--- config.mk ---
export PLATFORM = sky130hd
export DESIGN_NAME = srpcs_rx
export DESIGN_NICKNAME = d
export VERILOG_FILES = /design/src/srpcs_pkg.sv /design/src/srpcs_parity.sv /design/src/srpcs_rx.sv
export SDC_FILE = /design/constraint.sdc
export NUM_CORES = 1
export LEC_CHECK = 0
export ABC_AREA = 1
export BUFFER_PORTS_ARGS = -buffer_cell sky130_fd_sc_hd__buf_4
export CELL_PAD_IN_SITES_DETAIL_PLACEMENT = 0
export CELL_PAD_IN_SITES_GLOBAL_PLACEMENT = 1
export CORE_ASPECT_RATIO = 0.5
export CORE_MARGIN = 1.5
export CORE_UTILIZATION = 43
export CTS_CLUSTER_DIAMETER = 30
export CTS_CLUSTER_SIZE = 40
export DETAILED_ROUTE_END_ITERATION = 8
export MAX_ROUTING_LAYER = met4
export PLACE_DENSITY_LB_ADDON = 0.1
export SYNTH_ARGS = -nofsm -noshare
export SYNTH_HDL_FRONTEND = slang
export SYNTH_SLANG_ARGS = --single-unit
--- constraint.sdc ---
create_clock -name ref_clk -period 10.2 [get_ports ref_clk]
set_input_delay 3.06 -clock ref_clk [delete_from_list [all_inputs] [get_ports ref_clk]]
set_output_delay 3.06 -clock ref_clk [all_outputs]
set_load 0.02 [all_outputs]
--- src/srpcs_pkg.sv ---
package srpcs_pkg;

  // register offsets on the plain register port (byte addresses)
  localparam logic [7:0] SRPCS_CFG_OFS    = 8'h00;
  localparam logic [7:0] SRPCS_STAT_OFS   = 8'h04;
  localparam logic [7:0] SRPCS_MASK_OFS   = 8'h08;
  localparam logic [7:0] SRPCS_STATE_OFS  = 8'h0C;

  // channel_config_two field positions
  localparam int SRPCS_SYNC_FILT_BIT  = 0;
  localparam int SRPCS_PAR_FMT_LO     = 1;
  localparam int SRPCS_PAR_EN_BIT     = 3;
  localparam int SRPCS_PAR_STDIS_BIT  = 4;
  localparam int SRPCS_CRC_DIS_BIT    = 5;
  localparam int SRPCS_CRC_FWD_BIT    = 6;
  localparam int SRPCS_ADDR_PUSH_BIT  = 7;
  localparam int SRPCS_FDF_BIT        = 8;
  localparam int SRPCS_MODE_LO        = 9;
  localparam int SRPCS_CLEN_LO        = 11;
  localparam int SRPCS_SUB_LO         = 13;
  localparam int SRPCS_CRC32_BIT      = 15;
  localparam int SRPCS_ADDR16_BIT     = 16;
  localparam int SRPCS_CFG_W          = 17;
  localparam logic [SRPCS_CFG_W-1:0] SRPCS_CFG_RST = 17'h00000;

  // interrupt status / mask bit positions
  localparam int SRPCS_IRQ_PAR_ERR = 0;
  localparam int SRPCS_IRQ_SHORT   = 1;
  localparam int SRPCS_IRQ_CRC_ERR = 2;
  localparam int SRPCS_IRQ_FRM_END = 3;
  localparam int SRPCS_IRQ_W       = 4;
  localparam logic [SRPCS_IRQ_W-1:0] SRPCS_IRQ_RST = 4'h0;

  // protocol modes
  localparam logic [1:0] SRPCS_MODE_ASYNC  = 2'h0;
  localparam logic [1:0] SRPCS_MODE_BISYNC = 2'h1;
  localparam logic [1:0] SRPCS_MODE_HDLC   = 2'h2;

  // hdlc sub-modes
  localparam logic [1:0] SRPCS_SUB_NONAUTO0 = 2'h0;
  localparam logic [1:0] SRPCS_SUB_NONAUTO1 = 2'h1;
  localparam logic [1:0] SRPCS_SUB_AUTO     = 2'h2;

  // character length codes
  localparam logic [1:0] SRPCS_CLEN_8 = 2'h0;
  localparam logic [1:0] SRPCS_CLEN_7 = 2'h1;
  localparam logic [1:0] SRPCS_CLEN_6 = 2'h2;
  localparam logic [1:0] SRPCS_CLEN_5 = 2'h3;

  // parity formats
  localparam logic [1:0] SRPCS_PAR_SPACE = 2'h0;
  localparam logic [1:0] SRPCS_PAR_ODD   = 2'h1;
  localparam logic [1:0] SRPCS_PAR_EVEN  = 2'h2;
  localparam logic [1:0] SRPCS_PAR_MARK  = 2'h3;

  // character status byte layout
  localparam int SRPCS_CST_PE  = 7;
  localparam int SRPCS_CST_FE  = 6;
  localparam int SRPCS_CST_PAR = 0;

  // frame status byte layout
  localparam int SRPCS_FST_VALID = 7;
  localparam int SRPCS_FST_CRCOK = 5;
  localparam int SRPCS_FST_SHORT = 4;

  // checksum and address lengths in bytes
  localparam logic [2:0] SRPCS_CRC16_LEN = 3'h2;
  localparam logic [2:0] SRPCS_CRC32_LEN = 3'h4;
  localparam logic [2:0] SRPCS_NO_LEN    = 3'h0;
  localparam logic [1:0] SRPCS_ADR8_LEN  = 2'h1;
  localparam logic [1:0] SRPCS_ADR16_LEN = 2'h2;
  localparam logic [1:0] SRPCS_ADR0_LEN  = 2'h0;
  localparam int         SRPCS_HOLD_D    = 4;

  // forwarding minimum in the channel fifo
  localparam logic [5:0] SRPCS_FWD_MIN1 = 6'h01;
  localparam logic [5:0] SRPCS_FWD_MIN2 = 6'h02;

  // frame tail sequencer
  typedef enum logic [1:0] {SRPCS_T_IDLE, SRPCS_T_FLUSH, SRPCS_T_STAT} srpcs_tail_e;

endpackage

--- src/srpcs_parity.sv ---
`timescale 1ns/1ns
`default_nettype none
module srpcs_parity (
  // character in
  input  wire logic [7:0] data,
  input  wire logic [1:0] clen,
  input  wire logic [1:0] fmt,
  // expected parity bit
  output logic            par
);
  import srpcs_pkg::*;

  logic [7:0] masked;  // data bits beyond the length cleared
  logic       ones;    // xor of the data bits

  // mask by length, then pick the bit the format asks for
  always_comb begin
    case (clen)
      SRPCS_CLEN_7: masked = data & 8'h7F;
      SRPCS_CLEN_6: masked = data & 8'h3F;
      SRPCS_CLEN_5: masked = data & 8'h1F;
      default:      masked = data;
    endcase
    ones = ^masked;
    case (fmt)
      SRPCS_PAR_SPACE: par = 1'b0;
      SRPCS_PAR_ODD:   par = ~ones;
      SRPCS_PAR_EVEN:  par = ones;
      default:         par = 1'b1;
    endcase
  end
endmodule
`default_nettype wire

--- src/srpcs_rx.sv ---
// Overview of operation
// - bisync filter set: drop sync characters
// - parity format: space, odd, even, mark
// - short characters: parity stored above data
// - 8-bit two-byte format: parity in status lsb
// - parity error in status byte msb
// - parity error raises interrupt
// - parity enable switches checking on/off
// - storage disable drops parity from data
// - crc expected; short frames discarded
// - crc disabled: no checksum, forward ignored
// - forwarding only non-auto address mode zero
// - forward off: checksum checked, not stored
// - forward on: checksum stored as data
// - address push delivers address field
// - hdlc forward after one or two bytes
`timescale 1ns/1ns
`default_nettype none
module srpcs_rx (
  // clock and reset
  input  wire logic        ref_clk,
  input  wire logic        rst,
  // register port
  input  wire logic [7:0]  reg_addr,
  input  wire logic [31:0] reg_wdata,
  input  wire logic        reg_wr,
  input  wire logic        reg_rd,
  output logic      [31:0] reg_rdata,
  output logic             irq,
  // characters from the async/bisync deserialiser
  input  wire logic        char_valid,
  input  wire logic [7:0]  char_data,
  input  wire logic        char_par,
  input  wire logic        char_sync,
  input  wire logic        char_frame_err,
  // bytes from the hdlc deframer
  input  wire logic        hb_valid,
  input  wire logic [7:0]  hb_data,
  input  wire logic        hb_end,
  input  wire logic        hb_crc_ok,
  // channel receive fifo
  output logic             fifo_wr,
  output logic      [7:0]  fifo_wdata,
  output logic             fifo_is_status,
  output logic             fifo_frame_end,
  input  wire logic [5:0]  fifo_level,
  output logic             central_fwd_req
);
  import srpcs_pkg::*;

  logic [SRPCS_CFG_W-1:0] channel_config_two_ff;  // configuration
  logic [SRPCS_IRQ_W-1:0] irq_stat_ff;            // sticky events
  logic [SRPCS_IRQ_W-1:0] irq_mask_ff;            // interrupt enables
  logic [SRPCS_IRQ_W-1:0] ev;                     // event pulses this cycle

  // configuration fields
  logic       sync_char_load_filter;
  logic [1:0] parity_format;
  logic       parity_enable;
  logic       parity_storage_disable;
  logic       rx_crc_check_disable;
  logic       rx_crc_forward;
  logic       rx_address_push;
  logic       rx_fifo_data_format;
  logic [1:0] mode;
  logic [1:0] clen;
  logic [1:0] sub;
  assign sync_char_load_filter  = channel_config_two_ff[SRPCS_SYNC_FILT_BIT];
  assign parity_format          = channel_config_two_ff[SRPCS_PAR_FMT_LO +: 2];
  assign parity_enable          = channel_config_two_ff[SRPCS_PAR_EN_BIT];
  assign parity_storage_disable = channel_config_two_ff[SRPCS_PAR_STDIS_BIT];
  assign rx_crc_check_disable   = channel_config_two_ff[SRPCS_CRC_DIS_BIT];
  assign rx_crc_forward         = channel_config_two_ff[SRPCS_CRC_FWD_BIT];
  assign rx_address_push        = channel_config_two_ff[SRPCS_ADDR_PUSH_BIT];
  assign rx_fifo_data_format    = channel_config_two_ff[SRPCS_FDF_BIT];
  assign mode                   = channel_config_two_ff[SRPCS_MODE_LO +: 2];
  assign clen                   = channel_config_two_ff[SRPCS_CLEN_LO +: 2];
  assign sub                    = channel_config_two_ff[SRPCS_SUB_LO +: 2];

  // ---------------- character path ----------------
  logic       exp_par;      // expected parity bit
  logic       char_take;    // character accepted for storage
  logic       par_err;      // parity mismatch on a taken character
  logic [7:0] char_byte;    // stored data byte
  logic [7:0] char_stat;    // status byte that follows it
  logic       cst_pend_ff;  // status byte waiting one cycle
  logic [7:0] cst_ff;       // held status byte

  srpcs_parity u_par (
    .data (char_data),
    .clen (clen),
    .fmt  (parity_format),
    .par  (exp_par)
  );

  // accept characters in every mode except hdlc
  always_comb begin
    char_take = char_valid && (mode != SRPCS_MODE_HDLC);
    if (mode == SRPCS_MODE_BISYNC && sync_char_load_filter && char_sync) begin
      char_take = 1'b0;
    end
    par_err = char_take && parity_enable && (char_par != exp_par);
    char_byte = char_data;
    case (clen)
      SRPCS_CLEN_7: char_byte[7] = parity_enable && !parity_storage_disable && char_par;
      SRPCS_CLEN_6: char_byte[7:6] = {1'b0, parity_enable && !parity_storage_disable && char_par};
      SRPCS_CLEN_5: char_byte[7:5] = {2'h0, parity_enable && !parity_storage_disable && char_par};
      default: char_byte = char_data;
    endcase
    char_stat = 8'h00;
    char_stat[SRPCS_CST_PE]  = par_err;
    char_stat[SRPCS_CST_FE]  = char_frame_err;
    char_stat[SRPCS_CST_PAR] = parity_enable && char_par;
  end

  // hold the status byte for the cycle after its character
  always_ff @(posedge ref_clk or posedge rst) begin
    if (rst) begin
      cst_pend_ff <= 1'b0;
      cst_ff      <= 8'h00;
    end else begin
      cst_pend_ff <= char_take && rx_fifo_data_format;
      if (char_take) begin
        cst_ff <= char_stat;
      end
    end
  end

  // ---------------- hdlc path ----------------
  logic [2:0]  crc_len;       // checksum bytes held back
  logic [1:0]  adr_len;       // address bytes at frame start
  logic        fwd_eff;       // checksum forwarding in force
  logic [7:0]  byte_cnt_ff;   // bytes seen in this frame
  logic [7:0]  hold_ff [SRPCS_HOLD_D];  // tail holding line, newest at 0
  logic [2:0]  hold_cnt_ff;   // bytes in the holding line
  srpcs_tail_e tail_ff;       // frame tail sequencer
  logic [7:0]  fst_ff;        // frame status byte
  logic        hb_in;         // byte accepted this cycle
  logic        hb_keep;       // byte goes toward the fifo
  logic        hb_emit;       // oldest held byte leaves as data
  logic [7:0]  hb_out;        // that byte
  logic        frm_short;     // frame no longer than its checksum
  logic        frm_valid;     // frame passes the criteria

  always_comb begin
    hb_in = hb_valid && (mode == SRPCS_MODE_HDLC) && (tail_ff == SRPCS_T_IDLE);
    if (rx_crc_check_disable) begin
      crc_len = SRPCS_NO_LEN;
    end else if (channel_config_two_ff[SRPCS_CRC32_BIT]) begin
      crc_len = SRPCS_CRC32_LEN;
    end else begin
      crc_len = SRPCS_CRC16_LEN;
    end
    if (sub == SRPCS_SUB_NONAUTO0) begin
      adr_len = SRPCS_ADR0_LEN;
    end else if (channel_config_two_ff[SRPCS_ADDR16_BIT]) begin
      adr_len = SRPCS_ADR16_LEN;
    end else begin
      adr_len = SRPCS_ADR8_LEN;
    end
    fwd_eff = rx_crc_forward && !rx_crc_check_disable && (sub == SRPCS_SUB_NONAUTO0);
    hb_keep = hb_in && (rx_address_push || (byte_cnt_ff >= {6'h00, adr_len}));
    hb_emit = hb_keep && (hold_cnt_ff == crc_len) && (crc_len != SRPCS_NO_LEN);
    hb_out  = hold_ff[crc_len[1:0] - 2'h1];
    frm_short = (byte_cnt_ff < {5'h00, crc_len});
    frm_valid = !frm_short && (rx_crc_check_disable || hb_crc_ok);
  end

  // count frame bytes; cleared when the tail is done
  always_ff @(posedge ref_clk or posedge rst) begin
    if (rst) begin
      byte_cnt_ff <= 8'h00;
    end else if (tail_ff == SRPCS_T_STAT) begin
      byte_cnt_ff <= 8'h00;
    end else if (hb_in && byte_cnt_ff != 8'hFF) begin
      byte_cnt_ff <= byte_cnt_ff + 8'h01;
    end
  end

  // holding line keeps the last crc_len bytes back from the fifo
  always_ff @(posedge ref_clk or posedge rst) begin
    if (rst) begin
      hold_cnt_ff <= 3'h0;
      for (int i = 0; i < SRPCS_HOLD_D; i++) begin
        hold_ff[i] <= 8'h00;
      end
    end else if (tail_ff == SRPCS_T_FLUSH) begin
      hold_cnt_ff <= hold_cnt_ff - 3'h1;
    end else if (tail_ff == SRPCS_T_STAT) begin
      hold_cnt_ff <= 3'h0;
    end else if (hb_keep && crc_len != SRPCS_NO_LEN) begin
      hold_ff[0] <= hb_data;
      for (int i = 1; i < SRPCS_HOLD_D; i++) begin
        hold_ff[i] <= hold_ff[i-1];
      end
      if (!hb_emit) begin
        hold_cnt_ff <= hold_cnt_ff + 3'h1;
      end
    end
  end

  // frame tail: optional checksum flush, then frame status byte
  always_ff @(posedge ref_clk or posedge rst) begin
    if (rst) begin
      tail_ff <= SRPCS_T_IDLE;
      fst_ff  <= 8'h00;
    end else begin
      case (tail_ff)
        SRPCS_T_IDLE: begin
          if (hb_valid && hb_end && mode == SRPCS_MODE_HDLC) begin
            fst_ff <= 8'h00;
            fst_ff[SRPCS_FST_VALID] <= frm_valid;
            fst_ff[SRPCS_FST_CRCOK] <= hb_crc_ok;
            fst_ff[SRPCS_FST_SHORT] <= frm_short;
            if (fwd_eff && hold_cnt_ff != 3'h0 && !frm_short) begin
              tail_ff <= SRPCS_T_FLUSH;
            end else begin
              tail_ff <= SRPCS_T_STAT;
            end
          end
        end
        SRPCS_T_FLUSH: begin
          if (hold_cnt_ff == 3'h1) begin
            tail_ff <= SRPCS_T_STAT;
          end
        end
        SRPCS_T_STAT: tail_ff <= SRPCS_T_IDLE;
        default:      tail_ff <= SRPCS_T_IDLE;
      endcase
    end
  end

  // ---------------- fifo write port ----------------
  // one write per cycle; the sources never collide given input spacing
  always_ff @(posedge ref_clk or posedge rst) begin
    if (rst) begin
      fifo_wr        <= 1'b0;
      fifo_wdata     <= 8'h00;
      fifo_is_status <= 1'b0;
      fifo_frame_end <= 1'b0;
    end else begin
      fifo_wr        <= 1'b0;
      fifo_is_status <= 1'b0;
      fifo_frame_end <= 1'b0;
      if (cst_pend_ff) begin
        fifo_wr        <= 1'b1;
        fifo_wdata     <= cst_ff;
        fifo_is_status <= 1'b1;
      end else if (char_take) begin
        fifo_wr    <= 1'b1;
        fifo_wdata <= char_byte;
      end else if (tail_ff == SRPCS_T_FLUSH) begin
        fifo_wr    <= 1'b1;
        fifo_wdata <= hold_ff[hold_cnt_ff[1:0] - 2'h1];
      end else if (tail_ff == SRPCS_T_STAT) begin
        fifo_wr        <= 1'b1;
        fifo_wdata     <= fst_ff;
        fifo_is_status <= 1'b1;
        fifo_frame_end <= 1'b1;
      end else if (hb_keep && crc_len == SRPCS_NO_LEN) begin
        fifo_wr    <= 1'b1;
        fifo_wdata <= hb_data;
      end else if (hb_emit) begin
        fifo_wr    <= 1'b1;
        fifo_wdata <= hb_out;
      end
    end
  end

  // hdlc forwarding minimum of one byte, or two bytes with the two-byte fifo data format
  always_comb begin
    central_fwd_req = 1'b0;
    if (mode == SRPCS_MODE_HDLC) begin
      central_fwd_req = fifo_level >= (rx_fifo_data_format ? SRPCS_FWD_MIN2 : SRPCS_FWD_MIN1);
    end else if (fifo_level != 6'h00) begin
      central_fwd_req = 1'b1;
    end
  end

  // ---------------- registers and interrupt ----------------
  always_comb begin
    ev = '0;
    ev[SRPCS_IRQ_PAR_ERR] = par_err;
    ev[SRPCS_IRQ_SHORT]   = (tail_ff == SRPCS_T_STAT) && fst_ff[SRPCS_FST_SHORT];
    ev[SRPCS_IRQ_CRC_ERR] = (tail_ff == SRPCS_T_STAT) && !rx_crc_check_disable && !fst_ff[SRPCS_FST_CRCOK];
    ev[SRPCS_IRQ_FRM_END] = (tail_ff == SRPCS_T_STAT);
  end

  // configuration register
  always_ff @(posedge ref_clk or posedge rst) begin
    if (rst) begin
      channel_config_two_ff <= SRPCS_CFG_RST;
    end else if (reg_wr && reg_addr == SRPCS_CFG_OFS) begin
      channel_config_two_ff <= reg_wdata[SRPCS_CFG_W-1:0];
    end
  end

  // sticky status: write one clears, a new event wins
  always_ff @(posedge ref_clk or posedge rst) begin
    if (rst) begin
      irq_stat_ff <= SRPCS_IRQ_RST;
    end else if (reg_wr && reg_addr == SRPCS_STAT_OFS) begin
      irq_stat_ff <= (irq_stat_ff & ~reg_wdata[SRPCS_IRQ_W-1:0]) | ev;
    end else begin
      irq_stat_ff <= irq_stat_ff | ev;
    end
  end

  // interrupt mask
  always_ff @(posedge ref_clk or posedge rst) begin
    if (rst) begin
      irq_mask_ff <= SRPCS_IRQ_RST;
    end else if (reg_wr && reg_addr == SRPCS_MASK_OFS) begin
      irq_mask_ff <= reg_wdata[SRPCS_IRQ_W-1:0];
    end
  end

  assign irq = |(irq_stat_ff & irq_mask_ff);

  // read data, one cycle after the strobe; unmapped reads zero
  always_ff @(posedge ref_clk or posedge rst) begin
    if (rst) begin
      reg_rdata <= 32'h00000000;
    end else if (reg_rd) begin
      case (reg_addr)
        SRPCS_CFG_OFS:   reg_rdata <= {15'h0000, channel_config_two_ff};
        SRPCS_STAT_OFS:  reg_rdata <= {28'h0000000, irq_stat_ff};
        SRPCS_MASK_OFS:  reg_rdata <= {28'h0000000, irq_mask_ff};
        SRPCS_STATE_OFS: reg_rdata <= {19'h00000, hold_cnt_ff, tail_ff, byte_cnt_ff};
        default:         reg_rdata <= 32'h00000000;
      endcase
    end else begin
      reg_rdata <= 32'h00000000;
    end
  end
endmodule
`default_nettype wire

==> results.cfg <==
[die]
die-height_um = 84.3
start_util = 0.446
core_area_mm2 = 0.0128
die_x_um = 166
dieArea_mm2 = 0.0140
ios = 118
rows = 29

[logic_synthesis]
synthCells = 730
ys_ff_latch = 105
syn-cell-area_mm2 = 0.00569
async_flop_share = 1.00
ys_warn_count = 0
synthFlopType = dfrtp_1
synth_edf_count = 0
seq_area_frac_synth = 0.462
avgSynthCellArea_um2 = 7.80
ys_types = 39

[routing]
wl_met2_um = 6470
wl_per_cell_um = 15.0
first_iter_violations = 272
num_vias = 4935
finalWirelength_um = 14700
first_pass_iters = 5
m1WireLength_um = 7370
ant_nets = 0
routed-wl-met3_um = 697
drc = 0
highest_layer = met4
viasPerCell = 5.03

[global_routing]
groute.usage.overall = 0.227
antenna_found_initial = 0
grt_start_max_net_pins = 73
grt_pass1_vias = 4810
grt_pass1_wl_um = 24200
grt.overflow.total = 0

[min_path]
hold_class = reg2reg

[final_layout]
layout.cells.most_common = nand2_1
fill_cells = 1256
nets = 893
drive_gt1_frac = 0.163
finalNonFillerCells = 981
syn_to_final_growth_pct = 17.8
seq_area_mm2 = 0.00263
num_antenna_cells = 0
final_cell_mix = nand2_1 (192), dfrtp_1 (105), buf_4 (90)
final_area_mm2 = 0.00670
utilization = 0.525
multi_input_area_mm2 = 0.00254

[power]
power.share.switching = 0.345
power_density_mw_per_mm2 = 166
p_int_mw = 0.727
power_switching_mw = 0.383
p_clk_frac = 0.329
leakagePower_nw = 3.39
power_frac_comb = 0.249
peakVddDrop_v = 0.0000882
power.total_mw = 1.11
seqPwrFrac = 0.422

[worst_setup_path]
crit_type = in2out
critPathLaunchType = input port
crit_required_ps = 7140
worstPathMaxFanout = 2
crit_arrival_ps = 3970
end_kind = output port

[timing]
postLayoutSetupSlackWorst_ps = 3170
worst_pin_slew_ps = 1020
finalClockSkew_ps = 17.0
final_max_slew_viol_count = 0
rsz0062_at_grt = no
hold_viol = 0
period_minus_slack_ps = 7030
fin_tns_setup_ps = 0
max_freq_ghz = 0.142
slew-limit-headroom = 0.316
hold_ws_ps = 490
finalCritPeriodShare = 0.689
setup-violations-final = 0

[placement]
gp_congestion = 0.836
port_buffers = 87
hpwlAfterDp_um = 10500
dp_worst_setup_slack_ps = 3170
dpl_cell_area_mm2 = 0.00639
place_inst = 965

[run]
maxCapViolCount = 0

[clock_tree]
cts-root-buf = clkbuf_16
ctsResizeCount = 0
insertion_delay_ps = 360
cts.path.max_buffers = 2
post-cts-setup-buffer-count = 0
ctsHoldBuffers = 0
numClockSinks = 105
numCtsBuffers = 9
cts_max_level = 3
clk_pin_slew_ps = 70
cts_tree = done

[status]
status = completed
[flip-flops by register name, indices dropped and copies added, names as in the netlist]
signal	flops
byte_cnt_ff	8
fifo_wdata	8
hold_ff	32
fifo_is_status	1
channel_config_two_ff	17
cst_ff	3
fifo_wr	1
tail_ff	2
irq_mask_ff	4
irq_stat_ff	4
reg_rdata	17
cst_pend_ff	1
hold_cnt_ff	3
fifo_frame_end	1
fst_ff	3
[worst paths after layout]
| kind | depth (start not counted) | from | end | slack (ps) |
|---|---|---|---|---|
| setup / recovery | 6 | fifo_level[1] | central_fwd_req | 3170 |
| hold / removal | 2 | hold_ff[20] | hold_ff[12] | 490 |
| max in group asynchronous | 3 | rst | fifo_is_status | 6190 |
| setup reg to reg | 11 | hold_cnt_ff[0] | fifo_wdata[5] | 6810 |
| hold reg to reg | 2 | hold_ff[20] | hold_ff[12] | 490 |
| min in group asynchronous | 2 | rst | reg_rdata[6] | 2710 |
[area by class of cell]
class / instances / share of cell area
Inverter: 89 / 0.0502
Clock buffer: 9 / 0.0336
Clock inverter: 7 / 0.0125
Multi-Input combinational cell: 511 / 0.379
Tap cell: 170 / 0.0317
Timing Repair Buffer: 90 / 0.101
Sequential cell: 105 / 0.392
[cell families after synthesis]
logic type | share of synthesized area
and+or+nand+nor | 0.231
adders and majority gates | 0.0308
xor gates and xnor gates | 0.00770
buffers and inverters | 0.101
other | 0.000659
AOI/OAI and AO/OA | 0.146
DFF | 0.462
muxes | 0.0211
[synth_stat cells, types with 2 or more instances]
cell      instances  area [um^2]
o21ai_0          66          330
xor2_1            3         26.3
o21a_1            7         52.6
a22oi_1           3         22.5
nor2_4            3         33.8
xnor2_1           2         17.5
nor2_2            3         18.8
buf_6             3         33.8
inv_2             5         18.8
o21ai_1          10         50.1
mux2_2            3         33.8
nor3_1            7         35.0
inv_1            84          315
o31ai_1           2         15.0
dfrtp_1         105         2630
o311ai_0          2         17.5
buf_1             2         7.51
ha_1             14          175
nand4_1           8         50.1
buf_2             8         40.0
buf_4            16          120
mux2_4            5         75.1
nand2_1         192          721
nand3_1          35          175
o211ai_1          3         22.5
nor4_1            2         12.5
a31oi_1           3         18.8
nand2_2           4         25.0
nor2_1           58          218
a21oi_1          55          275
clkbuf_1          9         33.8
[power by group through the flow]
stage	combinational (mW)	sequential (mW)	clock [mW]
2_1_floorplan	0.185	0.469	0
3_3_place_gp	0.272	0.476	0
3_5_place_dp	0.274	0.477	0
4_1_cts	0.276	0.469	0.375
5_1_grt	0.312	0.472	0.391
6_report	0.276	0.469	0.365
[per-layer routing]
metal	vias up	track usage
li1	2484	-
met2	118	0.346
met5	-	-
met4	0	0.0500
met3	12	0.0448
met1	2321	0.312
[critical path, cell delays in order]
cell and delay, ps:
buf_4 110, ha_1 270, a21boi_0 120, o21ai_0 140, nand3_1 90, buf_4 170
Note: power is estimated with default switching activity, not from simulation.
